[src/sfcd_pkg.sv]
// Shared opcodes, command codes, groups and field positions of the command decoder
package sfcd_pkg;

	// ==========================================================
	// Opcodes
	localparam logic [7:0] OP_PG_RD   = 8'hD2;
	localparam logic [7:0] OP_AR_LF   = 8'h03;
	localparam logic [7:0] OP_AR_HF   = 8'h0B;
	localparam logic [7:0] OP_AR_OLD  = 8'hE8;
	localparam logic [7:0] OP_BR_LF   = 8'hD1;
	localparam logic [7:0] OP_BR      = 8'hD4;
	localparam logic [7:0] OP_BW      = 8'h84;
	localparam logic [7:0] OP_PGM_ER  = 8'h83;
	localparam logic [7:0] OP_PGM_NE  = 8'h88;
	localparam logic [7:0] OP_PGM_TB  = 8'h82;
	localparam logic [7:0] OP_ER_PG   = 8'h81;
	localparam logic [7:0] OP_ER_BLK  = 8'h50;
	localparam logic [7:0] OP_ER_SEC  = 8'h7C;
	localparam logic [7:0] OP_XFER    = 8'h53;
	localparam logic [7:0] OP_CMP     = 8'h60;
	localparam logic [7:0] OP_REWR    = 8'h58;
	localparam logic [7:0] OP_PFX     = 8'h3D;
	localparam logic [7:0] OP_SEC_PGM = 8'h9B;
	localparam logic [7:0] OP_PREG_RD = 8'h32;
	localparam logic [7:0] OP_LOCK_RD = 8'h35;
	localparam logic [7:0] OP_SEC_RD  = 8'h77;
	localparam logic [7:0] OP_DPD     = 8'hB9;
	localparam logic [7:0] OP_RESUME  = 8'hAB;
	localparam logic [7:0] OP_STAT    = 8'hD7;
	localparam logic [7:0] OP_ID      = 8'h9F;
	localparam logic [7:0] OP_L_BR    = 8'h54;
	localparam logic [7:0] OP_L_PG_RD = 8'h52;
	localparam logic [7:0] OP_L_AR    = 8'h68;
	localparam logic [7:0] OP_L_STAT  = 8'h57;

	// ==========================================================
	// Multi-byte sequence tails
	localparam logic [15:0] PFX_TAIL  = 16'h2A7F;
	localparam logic [7:0]  SEL_EN    = 8'hA9;
	localparam logic [7:0]  SEL_DIS   = 8'h9A;
	localparam logic [7:0]  SEL_PR_ER = 8'hCF;
	localparam logic [7:0]  SEL_PR_PG = 8'hFC;
	localparam logic [7:0]  SEL_LOCK  = 8'h30;
	localparam logic [23:0] CHIP_TAIL = 24'h94_809A;
	localparam logic [23:0] SEC_TAIL  = 24'h00_0000;

	// ==========================================================
	// Header lengths and address layout
	localparam logic [2:0] ADDR_LAST  = 3'h2;
	localparam logic [2:0] DUMMY_ONE  = 3'h1;
	localparam logic [2:0] DUMMY_FOUR = 3'h4;
	localparam int         PAGE_BITS  = 9;
	localparam int         A256_PG_LSB = 8;
	localparam int         A264_PG_LSB = 9;

	// ==========================================================
	// Types
	typedef enum logic [4:0] {
		CMD_NONE, CMD_PG_RD, CMD_AR_LF, CMD_AR_HF, CMD_AR_OLD, CMD_BR_LF, CMD_BR, CMD_BW,
		CMD_PGM_ER, CMD_PGM_NE, CMD_PGM_TB, CMD_ER_PG, CMD_ER_BLK, CMD_ER_SEC, CMD_ER_CHIP,
		CMD_XFER, CMD_CMP, CMD_REWR, CMD_PFX, CMD_PROT_EN, CMD_PROT_DIS, CMD_PREG_ER,
		CMD_PREG_PGM, CMD_LOCK, CMD_SEC_PGM, CMD_PREG_RD, CMD_LOCK_RD, CMD_SEC_RD,
		CMD_DPD, CMD_RESUME, CMD_STAT, CMD_ID
	} sfcd_cmd_t;

	typedef enum logic [3:0] {
		GRP_A, GRP_B_ER, GRP_B_XF, GRP_C_BUF, GRP_C_ST, GRP_C_ID, GRP_D, GRP_MISC,
		GRP_PWR, GRP_BAD
	} sfcd_grp_t;

	typedef enum logic [1:0] {
		BUSY_NONE  = 2'b00,
		BUSY_ERASE = 2'b01,
		BUSY_XFER  = 2'b10,
		BUSY_NVCFG = 2'b11
	} sfcd_busy_t;

	// Concurrency class of a command
	function automatic sfcd_grp_t sfcd_grp(input sfcd_cmd_t c);
		case (c)
			CMD_PG_RD, CMD_AR_LF, CMD_AR_HF, CMD_AR_OLD,
			CMD_PREG_RD, CMD_LOCK_RD, CMD_SEC_RD:          sfcd_grp = GRP_A;
			CMD_ER_PG, CMD_ER_BLK, CMD_ER_SEC, CMD_ER_CHIP: sfcd_grp = GRP_B_ER;
			CMD_XFER, CMD_CMP, CMD_PGM_ER, CMD_PGM_NE,
			CMD_PGM_TB, CMD_REWR:                          sfcd_grp = GRP_B_XF;
			CMD_BR_LF, CMD_BR, CMD_BW:                     sfcd_grp = GRP_C_BUF;
			CMD_STAT:                                      sfcd_grp = GRP_C_ST;
			CMD_ID:                                        sfcd_grp = GRP_C_ID;
			CMD_PREG_ER, CMD_PREG_PGM, CMD_LOCK,
			CMD_SEC_PGM:                                   sfcd_grp = GRP_D;
			CMD_PFX, CMD_PROT_EN, CMD_PROT_DIS:            sfcd_grp = GRP_MISC;
			CMD_DPD, CMD_RESUME:                           sfcd_grp = GRP_PWR;
			default:                                       sfcd_grp = GRP_BAD;
		endcase
	endfunction

endpackage
[src/sfcd_dec_if.sv]
// Decoder, guard and core signals that travel together
interface sfcd_dec_if;
	logic [7:0]          opcode;
	sfcd_pkg::sfcd_cmd_t cmd;
	sfcd_pkg::sfcd_grp_t grp;
	logic                has_addr;
	logic [2:0]          n_dummy;
	logic                allowed;

	modport core  (output opcode, input cmd, grp, has_addr, n_dummy, allowed);
	modport dec   (input opcode, output cmd, grp, has_addr, n_dummy);
	modport guard (input cmd, grp, output allowed);
endinterface

[src/sfcd_core.sv]
// Serial flash command decoder: byte framing, header parsing and launch control
//
// Notes on behaviour
// No new command while a read runs
// Erase busy admits buffer, status, id commands
// Transfer or program busy admits status, id
// Host sends only status during config busy
// Config commands block all except status
// D2H page read, address, four dummies
// 03H array read, address, no dummies
// 0BH array read, address, one dummy
// E8H array read, address, four dummies
// D1H buffer read plain, D4H one dummy
// 83H buffer to page with erase
// 88H buffer to page without erase
// 82H load buffer then program page
// 53H transfer, 60H compare, 58H rewrite
// 3D 2A 7F then A9/9A protect
// Same prefix, CFH/FCH protection register
// Same prefix, 30H sector lockdown
// 9BH then three zeros programs security
// 32H, 35H, 77H register reads
// B9H power down, ABH resume
// D7H status, 9FH identification, bare
// Legacy 54H, 52H, 68H, 57H accepted
// 84H, 81H, 50H, 7CH; chip erase sequence
// Binary pages: seventeen-bit linear address
// Standard pages: nine page, nine byte bits
module sfcd_core #(
	parameter int PAGE_W = sfcd_pkg::PAGE_BITS
) (
	// Clock and reset
	input  wire logic                clk,
	input  wire logic                arst_n,
	// Framed byte stream from the serial shifter
	input  wire logic                cs_n,
	input  wire logic                rx_valid,
	input  wire logic [7:0]          rx_byte,
	// Configuration and array status
	input  wire logic                page_256,
	input  wire logic                op_done,
	// Decoded command
	output logic                     cmd_valid,
	output sfcd_pkg::sfcd_cmd_t      cmd_code,
	output logic [PAGE_W-1:0]        cmd_page,
	output logic [PAGE_W-1:0]        cmd_byte,
	output logic                     stream_on,
	output logic                     reject,
	// Data phase bytes
	output logic                     data_valid,
	output logic [7:0]               data_byte,
	// Launch of frame-terminated operations
	output logic                     launch,
	output sfcd_pkg::sfcd_cmd_t      launch_cmd,
	// Device state
	output sfcd_pkg::sfcd_busy_t     busy,
	output logic                     deep_pd
);
	// ==========================================================
	// Parameter check
	if (PAGE_W != sfcd_pkg::PAGE_BITS) begin : g_chk
		$error("PAGE_W must match the address layout");
	end

	typedef enum logic [2:0] {
		ST_OPC   = 3'b000,
		ST_ADDR  = 3'b001,
		ST_DUMMY = 3'b010,
		ST_DATA  = 3'b011,
		ST_SKIP  = 3'b100
	} sfcd_state_t;

	sfcd_dec_if dif ();

	sfcd_state_t         state;
	sfcd_state_t         next_state;
	sfcd_pkg::sfcd_cmd_t cmd;
	sfcd_pkg::sfcd_cmd_t next_cmd;
	sfcd_pkg::sfcd_cmd_t resolved;
	logic [2:0]          cnt;
	logic [2:0]          next_cnt;
	logic [2:0]          dummy;
	logic [2:0]          next_dummy;
	logic [23:0]         addr;
	logic [23:0]         next_addr;
	logic [23:0]         addr_shift;
	logic                hdr_ok;
	logic                take;
	logic                fire;
	logic                bad;
	logic                pass;
	logic                launchable;
	logic [PAGE_W-1:0]   page_sel;
	logic [PAGE_W-1:0]   byte_sel;
	logic [3:0]          nbytes;

	// ==========================================================
	// Submodules
	sfcd_opdec u_dec (
		.dif (dif)
	);

	sfcd_guard u_guard (
		.clk        (clk),
		.arst_n     (arst_n),
		.launch     (launch),
		.launch_cmd (launch_cmd),
		.op_done    (op_done),
		.dif        (dif),
		.busy       (busy),
		.pd         (deep_pd)
	);

	// ==========================================================
	// Sequence tails resolve only after the fourth byte
	function automatic sfcd_pkg::sfcd_cmd_t resolve(input sfcd_pkg::sfcd_cmd_t c,
		input logic [23:0] a);
		resolve = c;
		case (c)
			sfcd_pkg::CMD_ER_SEC: begin
				// A real sector address never has the top tail bits set
				if (a == sfcd_pkg::CHIP_TAIL) resolve = sfcd_pkg::CMD_ER_CHIP;
			end
			sfcd_pkg::CMD_SEC_PGM: begin
				if (a != sfcd_pkg::SEC_TAIL) resolve = sfcd_pkg::CMD_NONE;
			end
			sfcd_pkg::CMD_PFX: begin
				resolve = sfcd_pkg::CMD_NONE;
				if (a[23:8] == sfcd_pkg::PFX_TAIL) begin
					case (a[7:0])
						sfcd_pkg::SEL_EN:    resolve = sfcd_pkg::CMD_PROT_EN;
						sfcd_pkg::SEL_DIS:   resolve = sfcd_pkg::CMD_PROT_DIS;
						sfcd_pkg::SEL_PR_ER: resolve = sfcd_pkg::CMD_PREG_ER;
						sfcd_pkg::SEL_PR_PG: resolve = sfcd_pkg::CMD_PREG_PGM;
						sfcd_pkg::SEL_LOCK:  resolve = sfcd_pkg::CMD_LOCK;
						default:             resolve = sfcd_pkg::CMD_NONE;
					endcase
				end
			end
			default: resolve = c;
		endcase
	endfunction

	// ==========================================================
	// Decode and selection
	assign take       = rx_valid && !cs_n;
	assign dif.opcode = rx_byte;
	assign addr_shift = {addr[15:0], rx_byte};
	assign resolved   = resolve(cmd, addr_shift);
	// Reads and buffer/status traffic end with the frame and start nothing
	assign launchable = sfcd_pkg::sfcd_grp(cmd) inside {sfcd_pkg::GRP_B_ER, sfcd_pkg::GRP_B_XF,
		sfcd_pkg::GRP_D, sfcd_pkg::GRP_MISC, sfcd_pkg::GRP_PWR};
	// Leading don't-care bits are simply dropped by the part-selects
	assign page_sel = page_256 ? next_addr[sfcd_pkg::A256_PG_LSB +: PAGE_W] :
		next_addr[sfcd_pkg::A264_PG_LSB +: PAGE_W];
	assign byte_sel = page_256 ? {1'b0, next_addr[sfcd_pkg::A256_PG_LSB-1:0]} :
		next_addr[sfcd_pkg::A264_PG_LSB-1:0];

	// ==========================================================
	// Header state machine
	always_comb begin
		next_state = state;
		next_cmd   = cmd;
		next_cnt   = cnt;
		next_dummy = dummy;
		next_addr  = addr;
		fire       = 1'b0;
		bad        = 1'b0;
		pass       = 1'b0;
		if (take) begin
			case (state)
				ST_OPC: begin
					if (!dif.allowed || dif.cmd == sfcd_pkg::CMD_NONE) begin // see R02
						next_state = ST_SKIP;
						bad        = 1'b1;
					end else begin
						next_cmd   = dif.cmd;
						next_dummy = dif.n_dummy;
						next_addr  = 24'h00_0000;
						if (dif.has_addr) begin
							next_state = ST_ADDR;
							next_cnt   = sfcd_pkg::ADDR_LAST;
						end else begin
							next_state = ST_DATA;
							fire       = 1'b1;
						end
					end
				end
				ST_ADDR: begin
					next_addr = addr_shift;
					if (cnt != 3'h0) begin
						next_cnt = cnt - 3'h1;
					end else if (resolved == sfcd_pkg::CMD_NONE) begin
						next_state = ST_SKIP;
						bad        = 1'b1;
					end else if (dummy != 3'h0) begin
						next_cmd   = resolved;
						next_state = ST_DUMMY;
						next_cnt   = dummy - 3'h1;
					end else begin
						next_cmd   = resolved;
						next_state = ST_DATA;
						fire       = 1'b1;
					end
				end
				ST_DUMMY: begin
					if (cnt != 3'h0) begin
						next_cnt = cnt - 3'h1;
					end else begin
						next_state = ST_DATA; // see R06 see R08 see R09
						fire       = 1'b1;
					end
				end
				ST_DATA: pass = 1'b1;
				default: next_state = ST_SKIP;
			endcase
		end
	end

	// A read or any other command ends only when the frame closes
	always_ff @(posedge clk or negedge arst_n) begin
		if (!arst_n) begin
			state <= ST_OPC;
			cmd   <= sfcd_pkg::CMD_NONE;
			cnt   <= 3'h0;
			dummy <= 3'h0;
			addr  <= 24'h00_0000;
		end else begin
			state <= cs_n ? ST_OPC : next_state;
			cmd   <= next_cmd;
			cnt   <= next_cnt;
			dummy <= next_dummy;
			addr  <= next_addr;
		end
	end

	// ==========================================================
	// Outputs
	always_ff @(posedge clk or negedge arst_n) begin
		if (!arst_n) begin
			hdr_ok     <= 1'b0;
			cmd_valid  <= 1'b0;
			cmd_code   <= sfcd_pkg::CMD_NONE;
			cmd_page   <= '0;
			cmd_byte   <= '0;
			reject     <= 1'b0;
			data_valid <= 1'b0;
			data_byte  <= 8'h00;
			launch     <= 1'b0;
			launch_cmd <= sfcd_pkg::CMD_NONE;
		end else begin
			hdr_ok     <= !cs_n && (hdr_ok || fire);
			cmd_valid  <= fire;
			reject     <= bad;
			data_valid <= pass;
			launch     <= cs_n && hdr_ok && launchable; // see R11 see R12
			if (fire) begin
				cmd_code <= next_cmd;
				cmd_page <= page_sel;
				cmd_byte <= byte_sel;
			end
			if (pass) data_byte <= rx_byte;
			if (cs_n && hdr_ok) launch_cmd <= cmd;
		end
	end

	assign stream_on = (state == ST_DATA) && !cs_n;

	// ==========================================================
	// Checks
	always_ff @(posedge clk or negedge arst_n) begin
		if (!arst_n) nbytes <= 4'h0;
		else if (cs_n) nbytes <= 4'h0;
		else if (take && nbytes != 4'hF) nbytes <= nbytes + 4'h1;
	end

	property p_page_rd_hdr;
		@(posedge clk) disable iff (!arst_n)
		cmd_valid && cmd_code == sfcd_pkg::CMD_PG_RD |-> nbytes == 4'h8;
	endproperty
	a_page_rd_hdr: assert property (p_page_rd_hdr) else $error("page read header length");

	property p_ar_lf_hdr;
		@(posedge clk) disable iff (!arst_n)
		cmd_valid && cmd_code == sfcd_pkg::CMD_AR_LF |-> nbytes == 4'h4;
	endproperty
	a_ar_lf_hdr: assert property (p_ar_lf_hdr) else $error("slow array read header");

	property p_ar_hf_hdr;
		@(posedge clk) disable iff (!arst_n)
		cmd_valid && cmd_code == sfcd_pkg::CMD_AR_HF |-> nbytes == 4'h5 && stream_on == !cs_n;
	endproperty
	a_ar_hf_hdr: assert property (p_ar_hf_hdr) else $error("fast array read header");

	property p_ar_old_hdr;
		@(posedge clk) disable iff (!arst_n)
		cmd_valid && cmd_code == sfcd_pkg::CMD_AR_OLD |-> nbytes == 4'h8;
	endproperty
	a_ar_old_hdr: assert property (p_ar_old_hdr) else $error("old array read header");

	property p_buf_rd_hdr;
		@(posedge clk) disable iff (!arst_n)
		cmd_valid && cmd_code inside {sfcd_pkg::CMD_BR, sfcd_pkg::CMD_BR_LF} |->
			nbytes == ((cmd_code == sfcd_pkg::CMD_BR) ? 4'h5 : 4'h4);
	endproperty
	a_buf_rd_hdr: assert property (p_buf_rd_hdr) else $error("buffer read header");

	property p_short_hdr;
		@(posedge clk) disable iff (!arst_n)
		cmd_valid && cmd_code inside {sfcd_pkg::CMD_STAT, sfcd_pkg::CMD_ID} |-> nbytes == 4'h1;
	endproperty
	a_short_hdr: assert property (p_short_hdr) else $error("status or id header");

	property p_bin_byte;
		@(posedge clk) disable iff (!arst_n)
		fire && page_256 |=> cmd_byte[PAGE_W-1] == 1'b0 && cmd_valid;
	endproperty
	a_bin_byte: assert property (p_bin_byte) else $error("binary byte address too wide");

	property p_reject;
		@(posedge clk) disable iff (!arst_n)
		take && state == ST_OPC && !dif.allowed |=> reject ##1 !stream_on;
	endproperty
	a_reject: assert property (p_reject) else $error("disallowed opcode not refused");
endmodule

[src/sfcd_guard.sv]
// Self-timed operation tracker and command admission
module sfcd_guard (
	// Clock and reset
	input  wire logic                 clk,
	input  wire logic                 arst_n,
	// Launch and completion
	input  wire logic                 launch,
	input  wire sfcd_pkg::sfcd_cmd_t  launch_cmd,
	input  wire logic                 op_done,
	// Decoder view
	sfcd_dec_if.guard                 dif,
	// State
	output sfcd_pkg::sfcd_busy_t      busy,
	output logic                      pd
);
	sfcd_pkg::sfcd_grp_t  lgrp;
	sfcd_pkg::sfcd_busy_t st_class;
	sfcd_pkg::sfcd_busy_t next_busy;
	logic                 next_pd;
	logic                 is_buf;
	logic                 is_st;
	logic                 is_id;
	logic                 allowed_busy;

	// ==========================================================
	// Busy class; a launch that has a busy class wins over a completion in the same cycle
	assign lgrp = sfcd_pkg::sfcd_grp(launch_cmd);
	assign st_class = (lgrp == sfcd_pkg::GRP_B_ER) ? sfcd_pkg::BUSY_ERASE :
		(lgrp == sfcd_pkg::GRP_B_XF) ? sfcd_pkg::BUSY_XFER :
		(lgrp == sfcd_pkg::GRP_D) ? sfcd_pkg::BUSY_NVCFG : sfcd_pkg::BUSY_NONE;
	assign next_busy = (launch && st_class != sfcd_pkg::BUSY_NONE) ? st_class :
		op_done ? sfcd_pkg::BUSY_NONE : busy;
	assign next_pd = (launch && launch_cmd == sfcd_pkg::CMD_DPD) ? 1'b1 :
		(launch && launch_cmd == sfcd_pkg::CMD_RESUME) ? 1'b0 : pd;

	always_ff @(posedge clk or negedge arst_n) begin
		if (!arst_n) begin
			busy <= sfcd_pkg::BUSY_NONE;
			pd   <= 1'b0;
		end else begin
			busy <= next_busy;
			pd   <= next_pd;
		end
	end

	// ==========================================================
	// Admission
	assign is_buf = dif.grp == sfcd_pkg::GRP_C_BUF;
	assign is_st  = dif.grp == sfcd_pkg::GRP_C_ST;
	assign is_id  = dif.grp == sfcd_pkg::GRP_C_ID;
	assign allowed_busy = (busy == sfcd_pkg::BUSY_NONE) ? (dif.grp != sfcd_pkg::GRP_BAD) :
		(busy == sfcd_pkg::BUSY_ERASE) ? (is_buf || is_st || is_id) :
		(busy == sfcd_pkg::BUSY_XFER) ? (is_st || is_id) :
		is_st; // see R04
	// Powered down, only the resume opcode is heard
	assign dif.allowed = pd ? (dif.cmd == sfcd_pkg::CMD_RESUME) : allowed_busy;

	// ==========================================================
	// Checks
	property p_erase_admit;
		@(posedge clk) disable iff (!arst_n)
		busy == sfcd_pkg::BUSY_ERASE && !pd |-> dif.allowed == (is_buf || is_st || is_id);
	endproperty
	a_erase_admit: assert property (p_erase_admit) else $error("erase admission wrong");

	property p_xfer_admit;
		@(posedge clk) disable iff (!arst_n)
		busy == sfcd_pkg::BUSY_XFER && !pd |-> dif.allowed == (is_st || is_id);
	endproperty
	a_xfer_admit: assert property (p_xfer_admit) else $error("transfer admission wrong");

	property p_nvcfg_launch;
		@(posedge clk) disable iff (!arst_n)
		launch && lgrp == sfcd_pkg::GRP_D |=> busy == sfcd_pkg::BUSY_NVCFG && (dif.allowed ==
			(pd ? dif.cmd == sfcd_pkg::CMD_RESUME : is_st));
	endproperty
	a_nvcfg_launch: assert property (p_nvcfg_launch) else $error("nv config class wrong");

	property p_pd_entry;
		@(posedge clk) disable iff (!arst_n)
		launch && launch_cmd == sfcd_pkg::CMD_DPD |=> pd ##0 (dif.allowed ==
			(dif.cmd == sfcd_pkg::CMD_RESUME));
	endproperty
	a_pd_entry: assert property (p_pd_entry) else $error("power down not entered");
endmodule

[src/sfcd_opdec.sv]
// First-byte opcode decoder
module sfcd_opdec (
	// Decoder view
	sfcd_dec_if.dec dif
);
	sfcd_pkg::sfcd_cmd_t c;

	// ==========================================================
	// Opcode table
	always_comb begin
		case (dif.opcode)
			sfcd_pkg::OP_PG_RD, sfcd_pkg::OP_L_PG_RD: c = sfcd_pkg::CMD_PG_RD; // see R06
			sfcd_pkg::OP_AR_LF:   c = sfcd_pkg::CMD_AR_LF;
			sfcd_pkg::OP_AR_HF:   c = sfcd_pkg::CMD_AR_HF;
			sfcd_pkg::OP_AR_OLD, sfcd_pkg::OP_L_AR: c = sfcd_pkg::CMD_AR_OLD; // see R09
			sfcd_pkg::OP_BR_LF:   c = sfcd_pkg::CMD_BR_LF;
			sfcd_pkg::OP_BR, sfcd_pkg::OP_L_BR: c = sfcd_pkg::CMD_BR; // see R10
			sfcd_pkg::OP_BW:      c = sfcd_pkg::CMD_BW;
			sfcd_pkg::OP_PGM_ER:  c = sfcd_pkg::CMD_PGM_ER;
			sfcd_pkg::OP_PGM_NE:  c = sfcd_pkg::CMD_PGM_NE;
			sfcd_pkg::OP_PGM_TB:  c = sfcd_pkg::CMD_PGM_TB;
			sfcd_pkg::OP_ER_PG:   c = sfcd_pkg::CMD_ER_PG;
			sfcd_pkg::OP_ER_BLK:  c = sfcd_pkg::CMD_ER_BLK;
			sfcd_pkg::OP_ER_SEC:  c = sfcd_pkg::CMD_ER_SEC;
			sfcd_pkg::OP_XFER:    c = sfcd_pkg::CMD_XFER;
			sfcd_pkg::OP_CMP:     c = sfcd_pkg::CMD_CMP;
			sfcd_pkg::OP_REWR:    c = sfcd_pkg::CMD_REWR;
			sfcd_pkg::OP_PFX:     c = sfcd_pkg::CMD_PFX;
			sfcd_pkg::OP_SEC_PGM: c = sfcd_pkg::CMD_SEC_PGM;
			sfcd_pkg::OP_PREG_RD: c = sfcd_pkg::CMD_PREG_RD;
			sfcd_pkg::OP_LOCK_RD: c = sfcd_pkg::CMD_LOCK_RD;
			sfcd_pkg::OP_SEC_RD:  c = sfcd_pkg::CMD_SEC_RD;
			sfcd_pkg::OP_DPD:     c = sfcd_pkg::CMD_DPD;
			sfcd_pkg::OP_RESUME:  c = sfcd_pkg::CMD_RESUME;
			sfcd_pkg::OP_STAT, sfcd_pkg::OP_L_STAT: c = sfcd_pkg::CMD_STAT; // see R21
			sfcd_pkg::OP_ID:      c = sfcd_pkg::CMD_ID;
			default:              c = sfcd_pkg::CMD_NONE;
		endcase
	end

	// ==========================================================
	// Header shape
	assign dif.cmd = c;
	assign dif.grp = sfcd_pkg::sfcd_grp(c);
	// Three address bytes for all but the short commands
	assign dif.has_addr = !(c inside {sfcd_pkg::CMD_NONE, sfcd_pkg::CMD_STAT, sfcd_pkg::CMD_ID,
		sfcd_pkg::CMD_DPD, sfcd_pkg::CMD_RESUME}); // see R20
	assign dif.n_dummy = (c inside {sfcd_pkg::CMD_PG_RD, sfcd_pkg::CMD_AR_OLD}) ?
		sfcd_pkg::DUMMY_FOUR : // see R06
		(c inside {sfcd_pkg::CMD_AR_HF, sfcd_pkg::CMD_BR}) ? sfcd_pkg::DUMMY_ONE : // see R08
		3'h0;
endmodule

[config.mk]
export PLATFORM = sky130hd
export DESIGN_NAME = sfcd_core
export DESIGN_NICKNAME = d
export VERILOG_FILES = /design/src/sfcd_pkg.sv /design/src/sfcd_dec_if.sv /design/src/sfcd_core.sv /design/src/sfcd_guard.sv /design/src/sfcd_opdec.sv
export SDC_FILE = /design/constraint.sdc
export NUM_CORES = 1
export LEC_CHECK = 0
export BUFFER_PORTS_ARGS = -buffer_cell sky130_fd_sc_hd__buf_4
export CAP_MARGIN = 20
export CELL_PAD_IN_SITES_DETAIL_PLACEMENT = 1
export CELL_PAD_IN_SITES_GLOBAL_PLACEMENT = 1
export CORE_ASPECT_RATIO = 0.5
export CORE_UTILIZATION = 35
export DETAILED_ROUTE_END_ITERATION = 7
export GPL_TIMING_DRIVEN = 0
export PLACE_DENSITY_LB_ADDON = 0.15
export RECOVER_POWER = 100
export SLEW_MARGIN = 20
export SYNTH_ARGS = -nofsm -noshare
export SYNTH_HDL_FRONTEND = slang
export SYNTH_SLANG_ARGS = --single-unit
export TNS_END_PERCENT = 20
[constraint.sdc]
create_clock -name clk -period 3.4 [get_ports clk]
set_input_delay 0 -clock clk [delete_from_list [all_inputs] [get_ports clk]]
set_output_delay 0 -clock clk [all_outputs]
set_load 0.02 [all_outputs]
Word-level counts from Yosys, hierarchy flattened
Memory sizes are Yosys's and may differ from the RTL's.
Cells that the tools add are included.
Storage, ports and cells
  register bits: 76
  bits in read-only memories: 384
  input port bits: 14
  output and inout port bits: 44
  word-level logic and storage cells: 195
  memories kept: 3
Cells by class
  add/subtract/negate cells: 2
  eq/ne operators: 74
  multiplexer cells: 60
  bitwise gates (word level): 1
  reduce and logical (&&, ||, !) cells: 38
Memories
  (name not given): words 32, bits a word 4, rd ports 1, clocked after Yosys merged registers in 0, wr ports 0, RTL line sfcd_pkg.sv:80  | case (c)
  (name not given): words 32, bits a word 4, rd ports 1, clocked after Yosys merged registers in 0, wr ports 0, RTL line sfcd_pkg.sv:80
  (name not given): words 32, bits a word 4, rd ports 1, clocked after Yosys merged registers in 0, wr ports 0, RTL line sfcd_pkg.sv:80
Operators by type and width (count)
  equality test 8 bit, second input constant: 18
  one-hot mux 5 bit (25 select lines): 1
  equality test 8 x 7 -> 1 bit, second input constant: 10
  equality test 5 bit, second input constant: 8
  2-to-1 mux 3 bit: 13
  2-to-1 mux 18 bit: 2
  one-hot mux 18 bit (2 select lines): 1
  2-to-1 mux 5 bit: 7
  equality test 8 x 6 -> 1 bit, second input constant: 4
  one-hot mux 5 bit (5 select lines): 1
  equality test 24 bit, second input constant: 1
  nonzero test 24 bit: 1
  2-to-1 mux 1 bit: 21
  equality test 4 x 3 -> 1 bit, second input constant: 5
  2-to-1 mux 9 bit: 2
  equality test 16 x 14 -> 1 bit, second input constant: 1
  one-hot mux 5 bit (3 select lines): 1
  equality test 4 x 2 -> 1 bit, second input constant: 3
  2-to-1 mux 2 bit: 6
  != test 3 bit, second input constant: 4
  one-hot mux 3 bit (4 select lines): 1
  nonzero test 2 bit: 6
  equality test 5 x 3 -> 1 bit, second input constant: 2
  zero test 5 bit: 2
  30 further kinds: 54

Longest topological paths before layout
Gate-level depths: netlist (run 1).
An unclocked memory read counts as a cell.
  depth in word-level cells: 17
  gate-level depth with buffers: 20
  depth with buffers taken out: 15

Hierarchy
From an unflattened synthesis (run 1), not the netlist that was laid out.
Second synthesis, totals
  cells, all modules: 534
  area, all modules: 5127.4 µm²
By module, submodules not included
  sfcd_core: instances 1, cells an instance 333, area each 3781.1 µm², sequential area each 1826.8 µm²
  sfcd_opdec: instances 1, cells an instance 140, area each 912.1 µm², sequential area each 0.0 µm²
  sfcd_guard: instances 1, cells an instance 61, area each 434.2 µm², sequential area each 75.1 µm²

Least setup slack after synthesis (run 1)
OpenSTA, ideal clock, no wires.
  path type: input port to flip-flop
  start: input port rx_byte[2]
  end: register cmd_code[0]
  library setup time: 125 ps
  arrival time: 3517 ps
  required time: 3275 ps
  setup slack: -243 ps
  stages on the path: 17
  path buffers: 3
  cell sequence: buf_2 buf_2 clkbuf_1 or4b_1 and4_1 nand2_1 inv_1 ha_1 inv_1 nor2_1 o21a_1 a211o_1 a31o_1 o21a_2 a211o_1 a221o_1 mux2_4
On the way
  word-level cells in the longest chain between the ends: 15
  elaborated cells between the ends (all ways): 78
RTL lines
  start, declared: RTL line sfcd_core.sv:38  | input wire logic [7:0] rx_byte,
  equality test 8 bit or equality test 8 x 7 -> 1 bit (tied branches): RTL line sfcd_opdec.sv:11  | case (dif.opcode)
  OR reduction 2 bit: RTL line sfcd_opdec.sv:11
  one-hot mux 5 bit (25 select lines): RTL line sfcd_opdec.sv:11
  memory (32 x 4 bit)
  equality test 4 x 3 -> 1 bit (tied with other cells): RTL line sfcd_guard.sv:49  | assign is_st = dif.grp == sfcd_pkg::GRP_C_ST;
  logical OR 1 bit, on equally long branches: RTL line sfcd_guard.sv:53, sfcd_guard.sv:52
  2-to-1 mux 1 bit or logical OR 1 bit (tied branches): RTL line sfcd_guard.sv:53, sfcd_guard.sv:52
  2-to-1 mux 1 bit: RTL line sfcd_guard.sv:52  | (busy == sfcd_pkg::BUSY_ERASE) ? (is_buf || is_st || is_id) :
  2-to-1 mux 1 bit: RTL line sfcd_guard.sv:51  | assign allowed_busy = (busy == sfcd_pkg::BUSY_NONE) ? (dif.grp != sfcd_pkg::GRP_BAD) :
  2-to-1 mux 1 bit: RTL line sfcd_guard.sv:56  | assign dif.allowed = pd ? (dif.cmd == sfcd_pkg::CMD_RESUME) : allowed_busy;
  zero test 1 bit: RTL line sfcd_core.sv:173  | if (!dif.allowed || dif.cmd == sfcd_pkg::CMD_NONE) begin
  logical OR 1 bit: RTL line sfcd_core.sv:173
  2-to-1 mux 5 bit: RTL line sfcd_core.sv:173
  one-hot mux 5 bit (2 select lines) (*): RTL line sfcd_core.sv:171  | case (state)
  2-to-1 mux 5 bit (*): RTL line sfcd_core.sv:170  | if (take) begin
  named net next_cmd[0]: RTL line sfcd_core.sv:78  | sfcd_pkg::sfcd_cmd_t next_cmd;
  end signal, assigned: RTL line sfcd_core.sv:243  | cmd_code <= sfcd_pkg::CMD_NONE;
  end signal, assigned: RTL line sfcd_core.sv:258  | cmd_code <= next_cmd;
  end, declared: RTL line sfcd_core.sv:44  | output sfcd_pkg::sfcd_cmd_t cmd_code,
The timed path passes the listed nets; every way through them passes the cells marked *.
A chain may end at the register's enable or synchronous reset.

Worst setup path in the final report (run 1)
  start: input port rx_byte[0]
  end: register cmd_byte[5]
On the way
  word-level cells in the longest chain between the ends: 16
  elaborated cells between the ends (all ways): 77
RTL lines
  equality test 8 bit or equality test 8 x 7 -> 1 bit (tied branches): RTL line sfcd_opdec.sv:11
  OR reduction 2 bit: RTL line sfcd_opdec.sv:11
  one-hot mux 5 bit (25 select lines) (*): RTL line sfcd_opdec.sv:11
  memory (32 x 4 bit)
  equality test 4 x 3 -> 1 bit (tied with other cells): RTL line sfcd_guard.sv:49
  logical OR 1 bit, on equally long branches: RTL line sfcd_guard.sv:53, sfcd_guard.sv:52
  2-to-1 mux 1 bit or logical OR 1 bit (tied branches): RTL line sfcd_guard.sv:53, sfcd_guard.sv:52
  2-to-1 mux 1 bit: RTL line sfcd_guard.sv:52
  2-to-1 mux 1 bit: RTL line sfcd_guard.sv:51
  2-to-1 mux 1 bit: RTL line sfcd_guard.sv:56
  zero test 1 bit: RTL line sfcd_core.sv:173
  logical OR 1 bit (*): RTL line sfcd_core.sv:173
  2-to-1 mux 18 bit (*): RTL line sfcd_core.sv:173
  one-hot mux 18 bit (2 select lines) (*): RTL line sfcd_core.sv:171
  2-to-1 mux 18 bit (*): RTL line sfcd_core.sv:170
  2-to-1 mux 9 bit (*): RTL line sfcd_core.sv:156  | assign byte_sel = page_256 ? {1'b0, next_addr[sfcd_pkg::A256_PG_LSB-1:0]} :
  named net byte_sel[5]: RTL line sfcd_core.sv:94  | logic [PAGE_W-1:0] byte_sel;
  end signal, assigned: RTL line sfcd_core.sv:260  | cmd_byte <= byte_sel;
  end, declared: RTL line sfcd_core.sv:46  | output logic [PAGE_W-1:0] cmd_byte,
Marks and branches as above.

==> results.yml, run 1 <==
status:
  status: "finished with violations"
  violations: "max-capacitance violations, max-slew violations"
sta:
  slew_headroom: -0.2770
  finalCritPeriodShare: 0.9943
  setup_viol: 0
  final_hold_viol_count: 0
  worst_slack_ns: 0.01940
  max_freq_ghz: 0.2958
  slew_violations: 76
  finClkSkew_ns: 0.01100
  worstMarginPinSlew_ns: 1.915
  layout_min_cycle_time_ns: 3.381
power_and_ir_drop:
  clkPwrFrac: 0.285
  cellPowerDensity_nw_per_um2: 546.4
  p_leak_uw: 0.002841
  peakVddDrop_uv: 265.7
  combPwrFrac: 0.351
  intPower_uw: 2179
  seq_power_share: 0.363
  p_sw_frac: 0.3934
  total_power_uw: 3592
  power_switching_uw: 1413
drt:
  drc_errors: 0
  firstDrtPassIters: 4
  wirelength_um: 17780
  first_iter_violations: 366
  wire_per_inst_um: 20.55
  via_per_inst: 5.783
  via_count: 5002
  ant_nets: 0
floorplan:
  pin_count: 58
  dieArea_um2: 15160
  num_rows: 30
  die_h_um: 87.56
  die_x_um: 173.1
  start_util: 0.3679
  coreArea_um2: 13930
logic_synthesis:
  ys_types: 78
  yosys_register_bits: 75
  async_reset_ff_frac: 1.000
  ys_seq_area_frac: 0.3663
  ys.warnings.count: 0
  ys.flop_type: "dfrtp_1"
  synth_edf_count: 0
  synthesis.area_um2: 5124
  syn_nets: 599
  synth.avg_cell_area_um2: 8.895
  postSynthCellCount: 576
worst_setup_path:
  crit_top_cell: "buf_4"
  path_class: "input port to flip-flop"
  slowest_delay_ns: 0.57
  cpMaxStageDelayCell: "or4b_4"
  arrival_ns: 3.61
  cp.required_ns: 3.63
  cp_top_family: "simple AND/OR/NAND/NOR gates"
  end_kind: "flip-flop"
  crit_buf_inv: 4
  critPathLaunchType: "input port"
  path_cells: "buf_4 -> buf_8 -> and4b_1 -> o211ai_2 -> nand4_1 -> or4b_4 -> nor2_4 -> ha_4 -> nor2_2 -> a31oi_2 -> nor3_1 -> or3_4 -> o21a_4 -> a21o_1 -> buf_6 -> buf_4 -> a22o_1 -> mux2_4"
  critPathMaxFanout: 9
clock_network:
  cts.root.buffer_cell: "clkbuf_16"
  cts_tree: "built"
  cts.sinks: 75
  cts_buffer_depth: 2
  numCtsBuffers: 9
  path_clk_slew_ns: 0.06
  htreeDepth: 3
  insertion_delay_ns: 0.35
placed_design:
  gp_congestion: 0.9115
  dp_cells: 822
  dp_hpwl_um: 12310
  portBuffers: 54
  pre_cts_ws_ns: -0.7203
  postPlaceCellArea_um2: 5862
final_layout:
  fillers: 1633
  layout_common_cells: "70 x dfrtp_1, 56 x clkbuf_1, 55 x nand2_1, 39 x buf_4, 34 x nor2_1"
  fin_nets: 691
  design_area_um2: 6574
  drive_gt1_frac: 0.2704
  antennaDiodeCount: 0
  areaGrowthSynthToFinish_pct: 28.30
  mostFrequentLayoutCell: "dfrtp_1"
  layout.cells.non_filler: 865
grt:
  globalRouteTotalUtil: 0.2302
  antenna_found_initial: 0
  grt_max_degree: 76
  grt_pass1_vias: 4844
  grt-ovfl-total: 0
  grt_pass1_wl_um: 27140
min_path:
  hold_class: "input port to flip-flop"
flow_run:
  drv_cap: 1
## stage by stage
| step | utilization | TNS [ns] | hold WS, ns |
|---|---|---|---|
| floorplan | - | 0 | -0.2956 |
| detailed placement | 0.4209 | -24.32 | 0.2268 |
| global route | 0.4721 | -0.2076 | 0.1107 |
| finish | 0.4721 | 0 | 0.07906 |
| global placement | 0.4209 | -24.14 | 0.2217 |
| CTS | 0.4563 | -0.02969 | 0.07390 |
## sequential cells by signal, indices dropped and copies added, names as in the netlist
register,flops
cmd_byte,9
addr,18
data_valid,1
reject,1
state,3
launch,1
cmd_code,5
hdr_ok,1
launch_cmd,5
cnt,3
cmd,5
u_guard.busy,2
cmd_page,9
cmd_valid,1
data_byte,8
dummy,2
u_guard.pd,1
## per-layer routing
layer	global-route usage	wire length, µm
met1	0.3386	9104
met2	0.3567	7748
met5	0	0
met4	0.04023	96
met3	0.04210	825
## cells in the mapped netlist, types with 7 or more instances
master	number	area [µm²]
dfrtp_1	75	1877
nand2_1	56	210.2
nor2_1	36	135.1
mux2_2	31	349.1
a21oi_1	30	150.1
o21ai_0	29	145.1
inv_1	26	97.59
clkbuf_1	22	82.58
buf_2	18	90.09
a22o_1	16	140.1
nand3_1	15	75.07
nor3_1	14	70.07
nand2b_1	13	81.33
nand4_1	12	75.07
nor2b_1	12	75.07
a221oi_1	9	78.83
ha_1	9	112.6
nor4_1	8	50.05
o31ai_1	8	60.06
and2_1	7	43.79
or2_2	7	43.79
## power by group through the flow
stage               clock network (µW)  registers [µW]  logic (µW)
CTS                               1050            1280        1230
detailed placement                   0            1270        1180
floorplan                            0            1350         658
global placement                     0            1270        1160
global route                      1070            1330        1370
finish                            1030            1300        1260
## cell type report
| type | count | area (µm²) | area share |
|---|---|---|---|
| Clock buffer | 9 | 225.2 | 0.03426 |
| Timing Repair Buffer | 89 | 521.8 | 0.07937 |
| Sequential cell | 75 | 1883 | 0.2864 |
| Multi-Input combinational cell | 428 | 3208 | 0.4880 |
| Buffer | 38 | 309.0 | 0.04701 |
| Clock inverter | 7 | 80.08 | 0.01218 |
| Tap cell | 192 | 240.2 | 0.03654 |
| Inverter | 27 | 106.4 | 0.01618 |
## worst paths after layout
path                                   from     endpoint  slack, ns  depth (start not counted)
worst min-delay path               rx_valid     state[0]       0.08                          3
worst min register to register  cmd_byte[8]  cmd_byte[8]       0.49                          2
min in group asynchronous            arst_n  cmd_page[5]       0.72                          2
worst max-delay path             rx_byte[0]  cmd_byte[5]       0.02                         18
max in group asynchronous            arst_n       cmd[0]       1.40                          2
worst max register to register       cmd[0]  cmd_code[0]       0.05                         12
## kinds of logic after synthesis
| logic type | after synthesis | synth area share |
|---|---|---|
| multiplexers | 36 | 0.08229 |
| flip-flops | 75 | 0.3663 |
| XOR/XNOR | 5 | 0.008549 |
| AND/OR/NAND/NOR | 225 | 0.2420 |
| AO/OA/AOI/OAI | 153 | 0.2166 |
| buffers and inverters | 73 | 0.06227 |
| adder cells (fa/ha/maj) | 9 | 0.02198 |
## worst register-to-register path: stages, from the launching register on
cell and delay [ns]:
dfrtp_2 0.46, nand2b_2 0.24, o22ai_1 0.16, and3b_1 0.18, o21ai_0 0.11, a32oi_1 0.22, nand2_1 0.11, or4_4 0.59
a31o_2 0.31, a32oi_4 0.26, inv_4 0.11, buf_6 0.17, mux2_4 0.30
## what timing repair did
action                                 in CTS  in global routing
hold buffers                                3                  0
pin swaps                                  13                 23
setup endpoints to repair                  36                 37
endpoints found under the hold margin      78                  0
gates resized for setup                    32                 53
gates cloned                                0                  4
buffers inserted                            8                 21
No activity file was read; power rests on OpenSTA's default activity.
==> inputs of run 2 (changes only) <==
--- a/config.mk
+++ b/config.mk
@@ -10,7 +10,7 @@
 export CELL_PAD_IN_SITES_DETAIL_PLACEMENT = 1
 export CELL_PAD_IN_SITES_GLOBAL_PLACEMENT = 1
 export CORE_ASPECT_RATIO = 0.5
-export CORE_UTILIZATION = 35
+export CORE_UTILIZATION = 38
 export DETAILED_ROUTE_END_ITERATION = 7
 export GPL_TIMING_DRIVEN = 0
 export PLACE_DENSITY_LB_ADDON = 0.15
==> run 2 against run 1 <==
The run ends with design-rule violations, max-capacitance violations, max-slew violations left. Clock skew is 0.0038 ns higher. Count of clock-buffer cells in the layout is 2 higher. Worst setup slack better by 0.040 ns. Combinational power is 5% higher. Via count is 0.78% higher. Wire length is 0.78% lower. Critical path depth is 2 higher. Utilization is 3.7 points higher. Die area is 7.8% lower. Critical endpoint is now cmd_byte[7]. Largest cell class unchanged. Largest power group is now combinational logic. Highest routed layer unchanged.
==> results.yml, run 2 (same netlist as run 1, synthesis figures left out) <==
final_layout:
  antennaDiodeCount: 0
  largest_reg_flops: 18
  top_register: "addr"
  fin_nets: 695
  drive_gt1_frac: 0.2674
  reg_top3: "addr x18, cmd_byte x9, cmd_page x9"
  layout_common_cells: "68 x dfrtp_1, 57 x clkbuf_1, 55 x nand2_1, 45 x buf_4, 35 x nor2_1"
  areaGrowthSynthToFinish_pct: 28.40
  mostFrequentLayoutCell: "dfrtp_1"
drt:
  wire_per_inst_um: 20.82
  firstDrtPassIters: 6
  ant_nets: 0
  via_count: 5041
  via_per_inst: 5.952
  wirelength_um: 17640
  drc_errors: 5
  first_iter_violations: 305
worst_setup_path:
  critPathMaxFanout: 10
  path_cells: "buf_4 -> buf_6 -> buf_8 -> xnor2_1 -> or4b_4 -> and4_4 -> nand2_4 -> inv_2 -> ha_4 -> inv_2 -> nor2_1 -> o21a_1 -> a211o_1 -> a31o_1 -> o21a_4 -> a21o_1 -> buf_6 -> buf_8 -> a22o_1 -> mux2_4"
  cp.depth: 20
  arrival_ns: 3.56
  ff2ff_setup_slack_ns: 0.06
  cp_top_family: "compound AO/OA/AOI/OAI gates"
  crit_buf_inv: 7
  cp.required_ns: 3.62
  cpMaxStageDelayCell: "or4b_4"
  end_kind: "flip-flop"
  slowest_delay_ns: 0.52
  critPathLaunchType: "input port"
  path_class: "input port to flip-flop"
  ff2ff_path_depth: 11
power_and_ir_drop:
  peakVddDrop_uv: 299.8
  p_leak_uw: 0.002862
  cellPowerDensity_nw_per_um2: 556.8
clock_network:
  cts.sinks: 75
  numCtsBuffers: 9
  cts_tree: "built"
  cts.root.buffer_cell: "clkbuf_16"
  htreeDepth: 3
  path_clk_slew_ns: 0.07
  cts_buffer_depth: 2
  insertion_delay_ns: 0.34
status:
  violations: "design-rule violations, max-capacitance violations, max-slew violations"
  status: "finished with violations"
min_path:
  whs_path_depth: 3
  hold_class: "input port to flip-flop"
sta:
  worstMarginPinSlew_ns: 1.796
  layout_min_cycle_time_ns: 3.341
  max_freq_ghz: 0.2993
  final_hold_viol_count: 0
  setup_viol: 0
  worst_slack_ns: 0.05923
  slew_violations: 35
  slew_headroom: -0.1972
  grt_setup_unrepaired: "true"
  fin_tns_setup_ns: 0
  finClkSkew_ns: 0.01478
  finalCritPeriodShare: 0.9826
floorplan:
  die_x_um: 166.2
  num_rows: 29
  die_h_um: 84.11
  coreArea_um2: 12920
  start_util: 0.3966
  dieArea_um2: 13980
  pin_count: 58
grt:
  grt_pass1_wl_um: 27950
  grt-ovfl-total: 0
  grt_max_degree: 76
  globalRouteTotalUtil: 0.2537
  antenna_found_initial: 0
  grt_pass1_vias: 5039
placed_design:
  portBuffers: 54
  gp_congestion: 0.9003
  pre_cts_ws_ns: -0.7000
  dp_hpwl_um: 12190
flow_run:
  drv_cap: 1
run 2: worst paths after layout:
| kind | from | endpoint |
|---|---|---|
| max in group asynchronous | arst_n | cmd[0] |
| max | rx_byte[1] | cmd_byte[7] |
| max reg2reg | addr[8] | cmd_byte[7] |
| min reg2reg | cmd_byte[8] | cmd_byte[8] |
| min in group asynchronous | arst_n | cmd_page[1] |
| min | rx_valid | state[0] |
run 2: worst min-delay path, delay by kind of cell:
kind,cells,cell delay [ns]
compound gates,2,0.30
buf+inv,1,0.09
run 2: per-stage QoR:
step | hold slack, ns | std cells | utilization | total power [µW] | area [µm²]
final | 0.09345 | 847 | 0.5093 | 3663 | 6579
after global routing | 0.1165 | 847 | 0.5093 | 3841 | 6579
after CTS | 0.08760 | 831 | 0.5033 | 3565 | 6501
after detailed placement | 0.2221 | 800 | 0.4517 | 2458 | 5834
after global placement | 0.2115 | 800 | 0.4517 | 2417 | 5834
after floorplan | -0.2956 | 576 | - | 2005 | 5216
run 2: final cells by class:
type,count,area [µm²]
fillers,1472,6339
multi-input cells,428,3197
flip-flops and latches,75,1886
repair buffers,95,564.3
plain buffers,36,295.3
clock buffers,11,252.7
well taps,170,212.7
inverters,27,103.9
clock inverters,5,67.56
run 2: power breakdown:
group	switching, µW	internal (µW)
clock	422	621
sequential	213	1090
combinational	771	547
total	1410	2260
run 2: layer usage:
| metal | vias to the layer above | part of all wire | track usage |
|---|---|---|---|
| li1 | 2339 | - | - |
| met4 | 0 | 0.0069 | 0.05051 |
| met3 | 13 | 0.059 | 0.04979 |
| met2 | 137 | 0.44 | 0.3936 |
| met1 | 2552 | 0.49 | 0.3677 |
| met5 | - | 0 | 0 |
run 2: repair_timing:
action                     CTS  global route
setup endpoints to repair   44            26
pin swaps                   19            20
resized for setup           48            36
buffers inserted            20            17
hold endpoints to repair    78             0
hold buffers                 3             0
==> inputs of run 3 (changes only) <==
--- a/config.mk
+++ b/config.mk
@@ -5,11 +5,10 @@
 export SDC_FILE = /design/constraint.sdc
 export NUM_CORES = 1
 export LEC_CHECK = 0
-export BUFFER_PORTS_ARGS = -buffer_cell sky130_fd_sc_hd__buf_4
+export BUFFER_PORTS_ARGS = -buffer_cell sky130_fd_sc_hd__buf_2
 export CAP_MARGIN = 20
 export CELL_PAD_IN_SITES_DETAIL_PLACEMENT = 1
 export CELL_PAD_IN_SITES_GLOBAL_PLACEMENT = 1
-export CORE_ASPECT_RATIO = 0.5
 export CORE_UTILIZATION = 38
 export DETAILED_ROUTE_END_ITERATION = 7
 export GPL_TIMING_DRIVEN = 0
==> run 3 against run 2 <==
The run now ends clean. Register-to-register slack improved by 0.04 ns. Fmax rose by 0.35%. Wire length fell by 1.4%. Design area barely moved. Via count barely moved. Utilization fell by 1.0 points. Sequential share of layout area barely moved. Worst hold slack improved by 0.011 ns. Non-clock buffer count rose by 1. Critical endpoint is now cmd_code[1].
==> results.yml, run 3 (same netlist as run 1, synthesis figures left out) <==
worst_setup_path:
  crit_top_cell: "a211o_1"
  cp_top_family: "compound AO/OA/AOI/OAI gates"
  cpMaxStageDelayCell: "or4b_4"
  path_cells: "buf_8 -> buf_6 -> nand4b_1 -> or4b_4 -> and4_4 -> nand2_4 -> inv_4 -> ha_4 -> inv_2 -> nor2_2 -> o21a_1 -> a211o_1 -> a31o_4 -> o21a_4 -> a211o_1 -> a221o_1 -> mux2_4"
  arrival_ns: 3.56
  critPathMaxFanout: 8
  cp.required_ns: 3.63
  critPathLaunchType: "input port"
  crit_buf_inv: 4
  path_class: "input port to flip-flop"
  slowest_delay_ns: 0.56
  end_kind: "flip-flop"
final_layout:
  post-route-util: 0.4990
  layout.cells.non_filler: 854
  layout_common_cells: "66 x dfrtp_1, 58 x clkbuf_1, 55 x nand2_1, 38 x buf_4, 33 x nor2_1"
  design_area_um2: 6581
  top_register: "addr"
  mostFrequentLayoutCell: "dfrtp_1"
  regArea_um2: 1888
  multi_input_area_um2: 3207
  fin_nets: 696
  fillers: 1542
  antennaDiodeCount: 0
  areaGrowthSynthToFinish_pct: 28.45
  largest_reg_flops: 18
  reg_top3: "addr x18, cmd_byte x9, cmd_page x9"
  drive_gt1_frac: 0.2743
min_path:
  hold_class: "input port to flip-flop"
sta:
  finClkSkew_ns: 0.01001
  worst_slack_ns: 0.07103
  max_freq_ghz: 0.3004
  fin_tns_setup_ns: 0
  slew_violations: 0
  layout_min_cycle_time_ns: 3.329
  setup_viol: 0
  finalCritPeriodShare: 0.9791
  final_hold_viol_count: 0
  worstMarginPinSlew_ns: 1.446
  slew_headroom: 0.03632
grt:
  globalRouteTotalUtil: 0.2452
  grt_pass1_wl_um: 27030
  grt-ovfl-total: 0
  antenna_found_initial: 0
  grt_max_degree: 56
  grt_pass1_vias: 5040
placed_design:
  pre_cts_ws_ns: -0.6021
  dp_hpwl_um: 11900
  dp_cells: 807
  portBuffers: 54
  postPlaceCellArea_um2: 5737
  gp_congestion: 0.9044
floorplan:
  num_rows: 42
  die_x_um: 118.1
  coreArea_um2: 13190
  pin_count: 58
  dieArea_um2: 13950
  start_util: 0.3884
  die_h_um: 118.1
drt:
  via_count: 5039
  firstDrtPassIters: 4
  ant_nets: 0
  drc_errors: 0
  wirelength_um: 17400
  first_iter_violations: 357
  via_per_inst: 5.900
  wire_per_inst_um: 20.37
flow_run:
  drv_cap: 0
clock_network:
  path_clk_slew_ns: 0.06
  insertion_delay_ns: 0.35
  numCtsBuffers: 9
  cts_buffer_depth: 2
  cts_tree: "built"
  htreeDepth: 3
  cts.sinks: 75
  cts.root.buffer_cell: "clkbuf_16"
status:
  status: "completed"
power_and_ir_drop:
  p_leak_uw: 0.002853
  peakVddDrop_uv: 298.6
  cellPowerDensity_nw_per_um2: 556.3
-- run 3: routing by layer --
metal / wire [µm] / track usage / vias up
met5: 0 / 0 / -
met4: 347 / 0.08413 / 0
met3: 629 / 0.04360 / 33
met2: 8538 / 0.3978 / 114
met1: 7881 / 0.3283 / 2544
li1: - / - / 2348
-- run 3: power breakdown --
part           total (µW)  switching [µW]  leakage, µW  internal [µW]
registers            1280             196     0.000975           1090
clock network        1080             424     0.000159            654
logic                1300             752      0.00172            547
total                3660            1370      0.00285           2290
-- run 3: final timing paths --
path,startpoint,end,slack (ns),cells past startpoint
setup / recovery,rx_byte[6],cmd_code[1],0.07,17
hold / removal,rx_valid,state[0],0.10,3
setup reg to reg,addr[13],cmd_code[1],0.10,11
hold reg to reg,cmd_page[6],cmd_page[6],0.48,2
max in group asynchronous,arst_n,addr[1],0.85,3
min in group asynchronous,arst_n,launch_cmd[1],0.42,2
-- run 3: cell type report --
type                       count  share of cell area
buffer                        39             0.04677
clock buffer                  10             0.03479
clock inverter                 6             0.01483
inverter                      27             0.01616
multi-input combinational    428              0.4873
sequential                    75              0.2869
tap                          176             0.03346
timing repair buffer          93             0.07985
-- run 3: what timing repair did --
| action | in CTS | in global routing |
|---|---|---|
| setup endpoints to repair | 33 | 26 |
| hold endpoints to repair | 80 | 0 |
| cloned | 0 | 1 |
| gates resized for setup | 33 | 62 |
| hold buffers | 3 | 0 |
| pin swaps | 13 | 24 |
| buffers inserted | 6 | 28 |
-- run 3: stage by stage --
stage               hold WS (ns)  total power, µW
detailed placement      -0.08288             2381
finish                    0.1043             3661
global route              0.1349             3867
global placement          0.3135             2332
CTS                      0.09623             3507
floorplan                -0.2956             2005
-- run 3: tightest hold or removal path: cells and delay by family --
kind                   cells  cell delay, ns
AOI/OAI and AO/OA          2            0.32
buffers and inverters      1            0.09
